### src/verilog/trip_curve_pkg.sv
package trip_curve_pkg;

    // register indices; byte address is four times the index
    localparam logic [15:0] IDX_LF_DUR_SF    = 16'h9EFE;
    localparam logic [15:0] IDX_LF_FREQ_SF   = 16'h9EFF;
    localparam logic [15:0] IDX_LF2_COUNT    = 16'h9F33;
    localparam logic [15:0] IDX_LF2_P1_DUR   = 16'h9F34;
    localparam logic [15:0] IDX_LF2_P1_FREQ  = 16'h9F35;
    localparam logic [15:0] IDX_LF2_FLAG     = 16'h9F64;
    localparam logic [15:0] IDX_LF3_COUNT    = 16'h9F65;
    localparam logic [15:0] IDX_LF3_P1_DUR   = 16'h9F66;
    localparam logic [15:0] IDX_LF3_P1_FREQ  = 16'h9F67;
    localparam logic [15:0] IDX_LF3_FLAG     = 16'h9F96;
    localparam logic [15:0] IDX_LF4_COUNT    = 16'h9F97;
    localparam logic [15:0] IDX_LF4_P1_DUR   = 16'h9F98;
    localparam logic [15:0] IDX_LF4_P1_FREQ  = 16'h9F99;
    localparam logic [15:0] IDX_LF4_FLAG     = 16'h9FC8;
    localparam logic [15:0] IDX_HF_ID        = 16'h9FC9;
    localparam logic [15:0] IDX_HF_LEN       = 16'h9FCA;
    localparam logic [15:0] IDX_HF_SEL       = 16'h9FCB;
    localparam logic [15:0] IDX_HF_EN        = 16'h9FCC;
    localparam logic [15:0] IDX_HF_DUR_SF    = 16'h9FD2;
    localparam logic [15:0] IDX_HF_FREQ_SF   = 16'h9FD3;
    localparam logic [15:0] IDX_HF_P1_DUR    = 16'h9FD6;
    localparam logic [15:0] IDX_HF_P1_FREQ   = 16'h9FD7;
    localparam logic [15:0] IDX_HF_DEF_THR   = 16'hA0D3;

    // unused curve blocks
    localparam logic [15:0] UNUSED_FIRST     = 16'h9F33;
    localparam logic [15:0] UNUSED_LAST      = 16'h9FC8;
    localparam logic [15:0] UNUSED_STRIDE    = 16'h0032;
    localparam logic [15:0] UNUSED_FLAG_OFS  = 16'h0031;
    localparam int          UNUSED_CURVES    = 3;

    // reset and fixed values
    localparam logic [15:0] RST_ZERO         = 16'h0000;
    localparam logic [15:0] VAL_READ_ONLY    = 16'h0001;
    localparam logic [15:0] VAL_MODEL_LEN    = 16'h00D2;
    localparam logic [15:0] VAL_MODEL_ID     = 16'h00A5; // arbitrary value
    localparam logic [15:0] RST_SEL          = 16'h0001;
    localparam logic [15:0] RST_EN           = 16'h0001;
    localparam logic [15:0] SF_MINUS_2       = 16'hFFFE;
    localparam logic [15:0] SF_MINUS_1       = 16'hFFFF;
    localparam logic [15:0] SF_ZERO          = 16'h0000;
    localparam logic [15:0] RST_P1_DUR       = 16'h0000;
    localparam logic [15:0] RST_P1_FREQ      = 16'h1838;
    localparam logic [15:0] RST_DEF_THR      = 16'h1770;
    localparam int          EN_BIT           = 0;

    // decade multipliers for duration scale
    localparam logic [6:0]  DEC_X1           = 7'h01;
    localparam logic [6:0]  DEC_X10          = 7'h0A;
    localparam logic [6:0]  DEC_X100         = 7'h64;

    // timing
    localparam int          CLK_PERIOD_NS    = 20;
    localparam int          DUR_UNIT_NS      = 10_000_000;
    localparam int          TRIP_MAX_MS      = 100;
    localparam int          TICK_CYCLES_DEF  = DUR_UNIT_NS / CLK_PERIOD_NS;
    localparam int          TRIP_MAX_CYC_DEF = (TRIP_MAX_MS * 1_000_000) / CLK_PERIOD_NS;

    typedef enum logic [0:0] {
        APB_SETUP  = 1'b0,
        APB_ANSWER = 1'b1
    } apb_state_type;

endpackage

### src/verilog/freq_trip_curve_registers.sv
// Added by the designer: register access over APB.
`timescale 1ns/1ps
`default_nettype none

// Contract
// - unused low curves read zero except the flag, read-only
// - unused curve read-only flag reads one
// - offline within 100 ms after duration
// - working copy refreshed only reset/select/enable
// - model length reads fixed 210
// - select zero uses default high threshold
// - durations in 0.01 s, scaled
// - frequencies in 0.01 Hz units
// - enable bit 0 gates curve use
module freq_trip_curve_registers
    import trip_curve_pkg::*;
#(
    parameter int TICK_CYCLES     = TICK_CYCLES_DEF,
    parameter int TRIP_MAX_CYCLES = TRIP_MAX_CYC_DEF
) (
    input  wire logic        REF_CLK,
    input  wire logic        NRST,
    input  wire logic        PSEL,
    input  wire logic        PENABLE,
    input  wire logic        PWRITE,
    input  wire logic [17:0] PADDR,
    input  wire logic [31:0] PWDATA,
    output logic      [31:0] PRDATA,
    output logic             PREADY,
    output logic             PSLVERR,
    input  wire logic [15:0] FREQ_MEAS,
    output logic             OFFLINE
);

    ////////////////////////////////////////////////////////////////////////////
    // declarations

    apb_state_type apb_q;
    logic [31:0]   prdata_q;
    logic          pready_q;
    logic          pslverr_q;
    logic [15:0]   sel_q;
    logic [15:0]   en_q;
    logic [15:0]   lf_dur_sf_q;
    logic [15:0]   hf_dur_sf_q;
    logic [15:0]   p1_dur_q;
    logic [15:0]   p1_freq_q;
    logic [15:0]   def_thr_q;
    logic          work_on_q;
    logic [15:0]   work_dur_q;
    logic [15:0]   work_freq_q;
    logic [31:0]   tick_cnt_q;
    logic [6:0]    decade_q;
    logic [15:0]   dur_cnt_q;
    logic          offline_q;
    logic [15:0]   idx;
    logic          wr_commit;
    logic          rd_phase;
    logic [15:0]   wdata;
    logic          rd_mapped;
    logic [15:0]   rd_data;
    logic          sel_wr;
    logic          en_wr;
    logic          work_on_d;
    logic          tick_10ms;
    logic [6:0]    decade_limit;
    logic          unit_tick;
    logic          out_of_range;
    logic          elapsed;
    logic          over_default;
    logic [31:0]   late_cnt_q;

    ////////////////////////////////////////////////////////////////////////////
    // decode helpers

    function automatic logic is_unused_curve(input logic [15:0] i);
        is_unused_curve = (i >= UNUSED_FIRST) && (i <= UNUSED_LAST);
    endfunction

    function automatic logic is_unused_flag(input logic [15:0] i);
        logic hit;
        hit = 1'b0;
        for (int c = 0; c < UNUSED_CURVES; c++) begin
            if (i == UNUSED_FIRST + UNUSED_FLAG_OFS + 16'(c) * UNUSED_STRIDE) begin
                hit = 1'b1;
            end
        end
        is_unused_flag = hit;
    endfunction

    function automatic logic sf_legal(input logic [15:0] v);
        sf_legal = (v == SF_MINUS_2) || (v == SF_MINUS_1) || (v == SF_ZERO);
    endfunction

    ////////////////////////////////////////////////////////////////////////////
    // apb slave

    assign idx       = PADDR[17:2];
    assign wdata     = PWDATA[15:0];
    assign rd_phase  = PSEL && PENABLE && (apb_q == APB_SETUP);
    assign wr_commit = PSEL && PENABLE && (apb_q == APB_ANSWER) && PWRITE && !pslverr_q;
    assign sel_wr    = wr_commit && (idx == IDX_HF_SEL) && (wdata <= VAL_READ_ONLY);
    assign en_wr     = wr_commit && (idx == IDX_HF_EN);

    always_comb begin
        rd_mapped = 1'b1;
        rd_data   = RST_ZERO;
        if (is_unused_curve(idx)) begin
            rd_data = is_unused_flag(idx) ? VAL_READ_ONLY : RST_ZERO;
        end else begin
            unique case (idx)
                IDX_LF_DUR_SF:  rd_data = lf_dur_sf_q;
                IDX_LF_FREQ_SF: rd_data = SF_MINUS_2;
                IDX_HF_ID:      rd_data = VAL_MODEL_ID;
                IDX_HF_LEN:     rd_data = VAL_MODEL_LEN;
                IDX_HF_SEL:     rd_data = sel_q;
                IDX_HF_EN:      rd_data = en_q;
                IDX_HF_DUR_SF:  rd_data = hf_dur_sf_q;
                IDX_HF_FREQ_SF: rd_data = SF_MINUS_2;
                IDX_HF_P1_DUR:  rd_data = p1_dur_q;
                IDX_HF_P1_FREQ: rd_data = p1_freq_q;
                IDX_HF_DEF_THR: rd_data = def_thr_q;
                default:        rd_mapped = 1'b0;
            endcase
        end
        if (PADDR[1:0] != 2'b00) begin
            rd_mapped = 1'b0;
        end
    end

    always_ff @(posedge REF_CLK) begin
        if (!NRST) begin
            apb_q     <= APB_SETUP;
            pready_q  <= 1'b0;
            prdata_q  <= 32'h0000_0000;
            pslverr_q <= 1'b0;
        end else if (rd_phase) begin
            apb_q     <= APB_ANSWER;
            pready_q  <= 1'b1;
            prdata_q  <= rd_mapped ? {16'h0000, rd_data} : 32'h0000_0000;
            pslverr_q <= !rd_mapped;
        end else begin
            apb_q     <= APB_SETUP;
            pready_q  <= 1'b0;
            prdata_q  <= 32'h0000_0000;
            pslverr_q <= 1'b0;
        end
    end

    ////////////////////////////////////////////////////////////////////////////
    // writable registers; read-only ones have no storage

    always_ff @(posedge REF_CLK) begin
        if (!NRST) begin
            sel_q       <= RST_SEL;
            en_q        <= RST_EN;
            lf_dur_sf_q <= SF_MINUS_2;
            hf_dur_sf_q <= SF_MINUS_2;
            p1_dur_q    <= RST_P1_DUR;
            p1_freq_q   <= RST_P1_FREQ;
            def_thr_q   <= RST_DEF_THR;
        end else if (wr_commit) begin
            if (sel_wr) begin
                sel_q <= wdata;
            end
            if (en_wr) begin
                en_q <= {15'h0000, wdata[EN_BIT]};
            end
            if (idx == IDX_LF_DUR_SF && sf_legal(wdata)) begin
                lf_dur_sf_q <= wdata;
            end
            if (idx == IDX_HF_DUR_SF && sf_legal(wdata)) begin
                hf_dur_sf_q <= wdata;
            end
            if (idx == IDX_HF_P1_DUR) begin
                p1_dur_q <= wdata;
            end
            if (idx == IDX_HF_P1_FREQ) begin
                p1_freq_q <= wdata;
            end
            if (idx == IDX_HF_DEF_THR) begin
                def_thr_q <= wdata;
            end
        end
    end

    ////////////////////////////////////////////////////////////////////////////
    // working copy of the active curve

    always_comb begin
        work_on_d = work_on_q;
        if (sel_wr) begin
            work_on_d = (wdata == RST_SEL) && en_q[EN_BIT];
        end
        if (en_wr) begin
            work_on_d = (sel_q == RST_SEL) && wdata[EN_BIT];
        end
    end

    always_ff @(posedge REF_CLK) begin
        if (!NRST) begin
            work_on_q   <= 1'b1;
            work_dur_q  <= RST_P1_DUR;
            work_freq_q <= RST_P1_FREQ;
        end else if (sel_wr || en_wr) begin
            work_on_q   <= work_on_d;
            work_dur_q  <= p1_dur_q;
            work_freq_q <= p1_freq_q;
        end
    end

    ////////////////////////////////////////////////////////////////////////////
    // ride-through timer

    assign out_of_range = FREQ_MEAS > work_freq_q;
    assign over_default = FREQ_MEAS > def_thr_q;
    assign tick_10ms    = (tick_cnt_q == 32'(TICK_CYCLES - 1));
    assign unit_tick    = tick_10ms && (decade_q >= decade_limit - 7'h01);
    assign elapsed      = dur_cnt_q >= work_dur_q;

    always_comb begin
        unique case (hf_dur_sf_q)
            SF_MINUS_1: decade_limit = DEC_X10;
            SF_ZERO:    decade_limit = DEC_X100;
            default:    decade_limit = DEC_X1;
        endcase
    end

    always_ff @(posedge REF_CLK) begin
        if (!NRST || !out_of_range) begin
            tick_cnt_q <= 32'h0000_0000;
            decade_q   <= 7'h00;
        end else if (tick_10ms) begin
            tick_cnt_q <= 32'h0000_0000;
            decade_q   <= unit_tick ? 7'h00 : decade_q + 7'h01;
        end else begin
            tick_cnt_q <= tick_cnt_q + 32'h0000_0001;
        end
    end

    always_ff @(posedge REF_CLK) begin
        if (!NRST || !out_of_range) begin
            dur_cnt_q <= 16'h0000;
        end else if (unit_tick && dur_cnt_q != 16'hFFFF) begin
            dur_cnt_q <= dur_cnt_q + 16'h0001;
        end
    end

    always_ff @(posedge REF_CLK) begin
        if (!NRST) begin
            offline_q <= 1'b0;
        end else if (work_on_q) begin
            offline_q <= out_of_range && elapsed;
        end else begin
            offline_q <= over_default;
        end
    end

    assign PRDATA  = prdata_q;
    assign PREADY  = pready_q;
    assign PSLVERR = pslverr_q;
    assign OFFLINE = offline_q;

    ////////////////////////////////////////////////////////////////////////////
    // checks

    always_ff @(posedge REF_CLK) begin
        if (!NRST || offline_q || !(work_on_q && out_of_range && elapsed)) begin
            late_cnt_q <= 32'h0000_0000;
        end else begin
            late_cnt_q <= late_cnt_q + 32'h0000_0001;
        end
    end

    a_unused_reads_zero: assert property (
        @(posedge REF_CLK) disable iff (!NRST)
        rd_phase && PADDR[1:0] == 2'b00 && is_unused_curve(idx) && !is_unused_flag(idx)
        |=> PREADY && PRDATA == 32'h0000_0000 && !PSLVERR)
        else $error("unused curve register read nonzero");

    a_flag_reads_one: assert property (
        @(posedge REF_CLK) disable iff (!NRST)
        rd_phase && PADDR[1:0] == 2'b00 && is_unused_flag(idx)
        |=> PRDATA == 32'h0000_0001)
        else $error("read-only flag not one");

    a_trip_on_elapse: assert property (
        @(posedge REF_CLK) disable iff (!NRST)
        work_on_q && out_of_range && elapsed |=> OFFLINE)
        else $error("no trip after duration elapsed");

    a_trip_max_delay: assert property (
        @(posedge REF_CLK) disable iff (!NRST)
        late_cnt_q < 32'(TRIP_MAX_CYCLES))
        else $error("trip delay exceeded limit");

    a_refresh_only_cmd: assert property (
        @(posedge REF_CLK) disable iff (!NRST)
        !$past(sel_wr) && !$past(en_wr) && $past(NRST)
        |-> $stable(work_freq_q) && $stable(work_dur_q) && $stable(work_on_q))
        else $error("working curve changed without refresh");

    a_length_fixed: assert property (
        @(posedge REF_CLK) disable iff (!NRST)
        rd_phase && PADDR[1:0] == 2'b00 && idx == IDX_HF_LEN
        |=> PRDATA[15:0] == 16'h00D2)
        else $error("model length wrong");

    a_default_threshold: assert property (
        @(posedge REF_CLK) disable iff (!NRST)
        sel_q == 16'h0000 && !sel_wr && !en_wr ##1 $stable(def_thr_q)
        |-> OFFLINE == $past(FREQ_MEAS > def_thr_q))
        else $error("default threshold not applied");

    a_select_legal: assert property (
        @(posedge REF_CLK) disable iff (!NRST)
        sel_q <= RST_SEL)
        else $error("active curve select out of range");

    a_dur_unit_tick: assert property (
        @(posedge REF_CLK) disable iff (!NRST)
        hf_dur_sf_q == SF_MINUS_2 |-> unit_tick == tick_10ms)
        else $error("unit tick not 10 ms at default scale");

    a_freq_in_range: assert property (
        @(posedge REF_CLK) disable iff (!NRST)
        work_on_q && !sel_wr && !en_wr && FREQ_MEAS <= work_freq_q |=> !OFFLINE)
        else $error("trip while frequency in range");

    a_enable_clears: assert property (
        @(posedge REF_CLK) disable iff (!NRST)
        en_wr && !wdata[EN_BIT] |=> !work_on_q ##0 en_q == 16'h0000)
        else $error("disable did not drop curve");

    a_ro_unchanged: assert property (
        @(posedge REF_CLK) disable iff (!NRST)
        wr_commit && is_unused_curve(idx)
        |=> $stable(sel_q) && $stable(en_q) && $stable(p1_dur_q) && $stable(p1_freq_q))
        else $error("write to read-only block changed state");

endmodule

`default_nettype wire

### config.mk
export PLATFORM = sky130hd
export DESIGN_NAME = freq_trip_curve_registers
export DESIGN_NICKNAME = d
export VERILOG_FILES = /design/src/verilog/trip_curve_pkg.sv /design/src/verilog/freq_trip_curve_registers.sv
export SDC_FILE = /design/constraint.sdc
export NUM_CORES = 1
export LEC_CHECK = 0
export ABC_AREA = 1
export BUFFER_PORTS_ARGS = -buffer_cell sky130_fd_sc_hd__buf_2
export CAP_MARGIN = 20
export CORE_ASPECT_RATIO = 2
export CORE_UTILIZATION = 50
export CTS_BUF_LIST = sky130_fd_sc_hd__clkbuf_8
export DETAILED_ROUTE_END_ITERATION = 6
export GPL_TIMING_DRIVEN = 1
export PLACE_DENSITY = 0.69
export SLEW_MARGIN = 20
export SYNTH_ARGS = -nofsm -noshare
export SYNTH_HDL_FRONTEND = slang
export SYNTH_SLANG_ARGS = --single-unit
### constraint.sdc
create_clock -name REF_CLK -period 3.2 [get_ports REF_CLK]
set_clock_uncertainty 0.05 [all_clocks]
set_input_delay 0.64 -clock REF_CLK [delete_from_list [all_inputs] [get_ports REF_CLK]]
set_output_delay 0.64 -clock REF_CLK [all_outputs]
set_load 0.005 [all_outputs]
# Yosys cells after proc, flatten, opt, wreduce, memory -nomap -nowiden

Index checks and enable logic that the tools add are counted.

Logic and storage cells: 108
Input port bits: 71
Register bits: 220
Memories kept: 0
ROM bits: 0
Bits in latches: 0
Bits in writable memories: 0

Divide/modulo/power cells: 0
$mul: 0
$lt $le $gt $ge: 7
Reductions and logical operators: 41
Add/sub/neg operators: 4
Bitwise logic cells: 1
Shifts and indexed selects: 0
Muxes and demuxes: 16
Eq/ne operators: 21

Operators by type and width:

| cell                                                             | count |
|---|---|
| equality test 16 bit (second input constant)                     | 17 |
| case mux 16 bit (10 select lines)                                | 1 |
| adder 32 x 1 -> 32 bit (second input constant)                   | 1 |
| equality test 16 x 1 -> 1 bit (second input constant)            | 2 |
| equality test 32 x 19 -> 1 bit (second input constant)           | 1 |
| greater-than comparator 16 bit                                   | 2 |
| logical NOT 16 bit                                               | 2 |
| AND reduction 2 bit                                              | 9 |
| adder 16 x 1 -> 16 bit (second input constant)                   | 1 |
| greater-or-equal comparator 16 bit                               | 1 |
| greater-or-equal comparator 16 bit (second input constant)       | 1 |
| less-or-equal comparator 16 x 1 -> 1 bit (second input constant) | 1 |
| less-or-equal comparator 16 bit (second input constant)          | 1 |
| logical AND 1 bit                                                | 16 |
| two-way mux 16 bit                                               | 1 |
| != test 16 bit (second input constant)                           | 1 |
| case mux 7 bit (2 select lines)                                  | 1 |
| two-way mux 1 bit                                                | 12 |
| OR reduction 11 bit                                              | 1 |
| adder 7 x 1 -> 7 bit (second input constant)                     | 1 |
| greater-or-equal comparator 7 bit                                | 1 |
| two-way mux 7 bit                                                | 1 |
| subtractor 7 x 1 -> 7 bit (second input constant)                | 1 |
| logical NOT 1 bit                                                | 4 |
| other kinds (5)                                                  | 10 |

# Depth between registers and ports, before layout

Depth after elaboration: 8
Mapped depth: 15
Mapped depth without buffers: 15

# Least setup slack after synthesis

No wires, ideal clock.

Path kind: reg2reg
From: register hf_dur_sf_q[6]
To: register dur_cnt_q[5]
Setup time: 0.132 ns
Arrival: 2.059 ns
Setup slack: 0.959 ns
Required time: 3.018 ns
Cell stages (with the launch flop): 12
Clock period less this slack: 2.241 ns
Buffers on the path: 1
Path through: dfxtp_1 nand4_1 or4_1 ha_1 nand2_1 nor2_1 nand4_1 nand4_1 nand3_2 buf_2 nand2_1 a21oi_1

Word-level cells in the longest chain between the ends: 6
Elaborated cells between the ends (all ways): 7
Classes of those cells: add/sub: 1; order compare: 1; eq/ne: 1; mux: 1; reduce/logical: 3

Ends and longest elaborated chain:

| item                                                              | RTL line                         | RTL |
|---|---|---|
| from (decl)                                                       | freq_trip_curve_registers.sv:45  | `logic [15:0] hf_dur_sf_q;` |
| from (signal assigned)                                            | freq_trip_curve_registers.sv:173 | `hf_dur_sf_q <= wdata;` |
| equality test 16 bit / logical NOT 16 bit (equally long branches) | freq_trip_curve_registers.sv:222 | `unique case (hf_dur_sf_q)` |
| case mux 7 bit (2 select lines) *                                 | freq_trip_curve_registers.sv:222 |  |
| subtractor 7 x 1 -> 7 bit *                                       | freq_trip_curve_registers.sv:218 | `assign unit_tick = tick_10ms && (decade_q >= decade_limit - 7'h01);` |
| greater-or-equal comparator 7 bit *                               | freq_trip_curve_registers.sv:218 |  |
| logical AND 1 bit *                                               | freq_trip_curve_registers.sv:218 |  |
| logical AND 1 bit *                                               | freq_trip_curve_registers.sv:244 | `end else if (unit_tick && dur_cnt_q != 16'hFFFF) begin` |
| to (signal assigned)                                              | freq_trip_curve_registers.sv:245 | `dur_cnt_q <= dur_cnt_q + 16'h0001;` |
| to (decl)                                                         | freq_trip_curve_registers.sv:54  | `logic [15:0] dur_cnt_q;` |

Mark *: on every way between the ends. The rest lies on a longest branch, timed or not.
A chain may end at the register's enable or synchronous reset.

# Worst setup path after layout

From: register hf_dur_sf_q[6]
To: register dur_cnt_q[1]

Same word-level chain as after synthesis.

==> summary.txt <==
Detailed routing
  – Final wirelength: 32520 microns
  – Routed Antenna Nets: 0
  – Initial DRC count: 462
  – Avg WL per Cell: 16.83 microns
  – Vias/cell: 5.370
  – Vias post-DR: 10380
  – Initial DRT Pass Iterations: 5
  – DRC Markers: 0

Synthesis
  – Yosys top cell by area: dfxtp_1
  – Yosys reg bits: 204
  – Synth Instances: 1562
  – Sequential share of the synthesized area: 37.32%
  – Syn Area/Cell: 7.006 sq um
  – Top post-synthesis cells by area: dfxtp_1, nand2_1, ha_1, nor2_1, inv_1
  – Count leader, synth: nand2_1
  – Number of synthesized flops with an enable pin: 0
  – Synthesized area: 10940 sq um
  – Post-synth ARST share: 0%
  – Yosys cell types: 44
  – Syn. warnings: 0
  – Ys flop type: dfxtp_1
  – Area share of the largest cell type after synthesis: 37.32%
  – Post-synth top cells: nand2_1, dfxtp_1, nor2_1, inv_1, a21oi_1

Power
  – Switching power of the nets: 1199 uW
  – Cell area power density: 418.7 nW/um^2
  – Worst vdd ir: 0.3030 mV
  – Sw Ratio: 23.59%
  – Pleak: 0.005306 uW
  – Power Total: 5081 uW
  – Register share of total power: 50.1%
  – Clock power frac: 45.1%
  – Int Pwr: 3882 uW
  – Gate power share: 4.8%

Timing
  – Fin crit period: 2718 ps
  – Setup violators final: 0
  – Fin Setup TNS: 0 ps
  – Max-slew violation count: 0
  – Slew at the pin closest to its max-slew limit: 721.9 ps
  – Fmax: 367.9 MHz
  – Slew margin rel.: 51.50%
  – Final hold violations: 0
  – RSZ-0062 raised after global routing: no
  – Tcrit/Tclk final: 84.94%

Worst setup path
  – Worst r2r dst: dur_cnt_q[1]
  – Type of the worst setup path: flip-flop to flip-flop
  – Critical register-to-register path startpoint: hf_dur_sf_q[6]
  – CP startpoint kind: flip-flop
  – Reg2reg path depth: 11
  – WP data required: 3610 ps
  – Critical-path top delay cell: or4_1
  – Crit-path leading delay family: simple AND/OR/NAND/NOR gates
  – CP Cell Sequence: nand4_1 > or4_1 > ha_1 > nand2_1 > nor2_1 > nand2_1 > nand4_1 > nand2_4 > clkinv_2 > nand3_1 > a21oi_1
  – R2r setup slk: 480 ps
  – Crit-path max FO: 16
  – Crit path DAT: 3120 ps
  – CP Buf/Inv Count: 1
  – CP endpoint kind: flip-flop
  – Crit path largest cell delay: 630 ps

Hold path
  – Hold EP: def_thr_q[8]
  – Hold Startpoint: PWDATA[8]
  – HP Class: primary input to flip-flop
  – Hold Path Cell Cnt: 3

Floorplan
  – Die X: 106.6 microns
  – Die Area: 22520 sq um
  – Starting density of the core: 50.92%
  – Die Y-Extent: 211.2 microns
  – Core ar.: 21490 sq um
  – Cell Rows: 76
  – I/O pin cnt: 106

Clock tree
  – Hold Buf Count CTS: 0
  – Clk slew on worst S/H paths: 70 ps
  – Max clock buf depth: 3
  – # resized after CTS: 0
  – Setup Fix Bufs, Post-CTS: 0
  – CTS tree: built
  – CTS Buf Count: 30
  – CTS root buf: clkbuf_8
  – CTS sink count: 204
  – H-Tree Depth: 1
  – Clock Latency Late Sink: 590 ps

Global routing
  – Remaining global-route overflow: 0
  – First-pass GRT wire length: 51720 microns
  – Largest net degree at the start of global routing: 71
  – Number of global-route vias before repair: 10230
  – Initial antenna violation count: 0
  – GRT Overall Usage: 29.58%

Place
  – Dpl hpwl: 25440 microns
  – Final RePlAce weighted congestion: 0.9348
  – Number of I/O port buffers: 73

Final layout
  – Final core occ: 56.46%
  – Ant. Diodes: 0
  – Layout cell share with drive strength beyond 1: 12.54%
  – Area of the multi-input gates: 5842 sq um
  – Total area of sequential cells: 4084 sq um
  – Fillers: 2177
  – NumNets Final: 1769
  – Layout area overhead: 10.88%

Run status
  – Run status: finished clean

Flow run
  – Max Cap Viol: 0
worst max path at each step:
stage	from	end	slack [ps]	depth (start not counted)
2_1_floorplan	hf_dur_sf_q[6]	dur_cnt_q[5]	960	11
3_3_place_gp	hf_dur_sf_q[5]	dur_cnt_q[1]	490	11
3_5_place_dp	PADDR[16]	PRDATA[15]	430	10
4_1_cts	hf_dur_sf_q[5]	dur_cnt_q[1]	450	11
5_1_grt	hf_dur_sf_q[7]	dur_cnt_q[6]	280	11
6_report	hf_dur_sf_q[6]	dur_cnt_q[1]	480	11
layer usage:
layer / global-route usage [%] / vias up / share of wire, %
met5: 0 / - / 0
met2: 57.11 / 266 / 55
met4: 21.54 / 0 / 7.5
li1: - / 5230 / -
met3: 3.240 / 128 / 3.3
met1: 27.92 / 4751 / 35
per-stage QoR:
stage,std cells,cell area [sq um],hold slack (ps),worst slack (ps)
CTS,1932,12130,243.2,455.0
global placement,1881,11490,387.5,494.9
global route,1932,12130,271.6,277.4
finish,1932,12130,288.6,481.9
floorplan,1578,11000,376.4,958.7
detailed placement,1881,11490,391.2,425.5
cells in the final DEF, fill, tap and decap left out, types with 20 or more instances in the layout:
cell type    n
a21oi_1    101
ha_1        58
nand4_1     62
nor3_1      42
nand2_1    349
buf_2       73
o21ai_0     52
inv_2       21
nor2_1     191
nor2_2      23
o21ai_1     27
xor2_1      26
dfxtp_1    204
nand3_1     86
inv_1      169
clkbuf_8    40
buf_4       20
logic make-up (layout without fill, tap and decap cells):
family / Yosys count / count (layout) / synth area share [%]
buffers and inverters: 250 / 331 / 9.845
flip-flops: 204 / 204 / 37.32
AO/OA/AOI/OAI: 220 / 220 / 10.85
other: 2 / 18 / 0.06863
adder cells (fa/ha/maj): 58 / 58 / 6.632
AND/OR/NAND/NOR: 795 / 795 / 32.64
XOR/XNOR: 33 / 33 / 2.641
layout make-up:
| type | count | area share [%] |
|---|---|---|
| Sequential cell | 204 | 33.66 |
| Inverter | 187 | 5.805 |
| Clock inverter | 11 | 0.7940 |
| Multi-Input combinational cell | 1124 | 48.14 |
| Clock buffer | 40 | 4.537 |
| Tap cell | 273 | 2.815 |
| Timing Repair Buffer | 93 | 4.248 |
state kept, by name, indices dropped and copies added, names as in the netlist, 7 cells and up:
name         flops
PRDATA          16
decade_q         7
def_thr_q       16
dur_cnt_q       16
hf_dur_sf_q     16
lf_dur_sf_q     16
p1_dur_q        16
p1_freq_q       16
sel_q           16
tick_cnt_q      32
work_dur_q      16
work_freq_q     16
power groups by stage:
stage / clock, uW / combinational, uW / sequential [uW]
3_5_place_dp: 0 / 243 / 2600
4_1_cts: 2330 / 244 / 2550
5_1_grt: 2440 / 273 / 2540
3_3_place_gp: 0 / 239 / 2600
2_1_floorplan: 0 / 153 / 2600
6_report: 2290 / 246 / 2550
worst min-delay path, stage by stage:
cell and delay (ps):
buf_2 120, a21oi_1 70, o21ai_0 60
(Power assumes the default switching activity.)
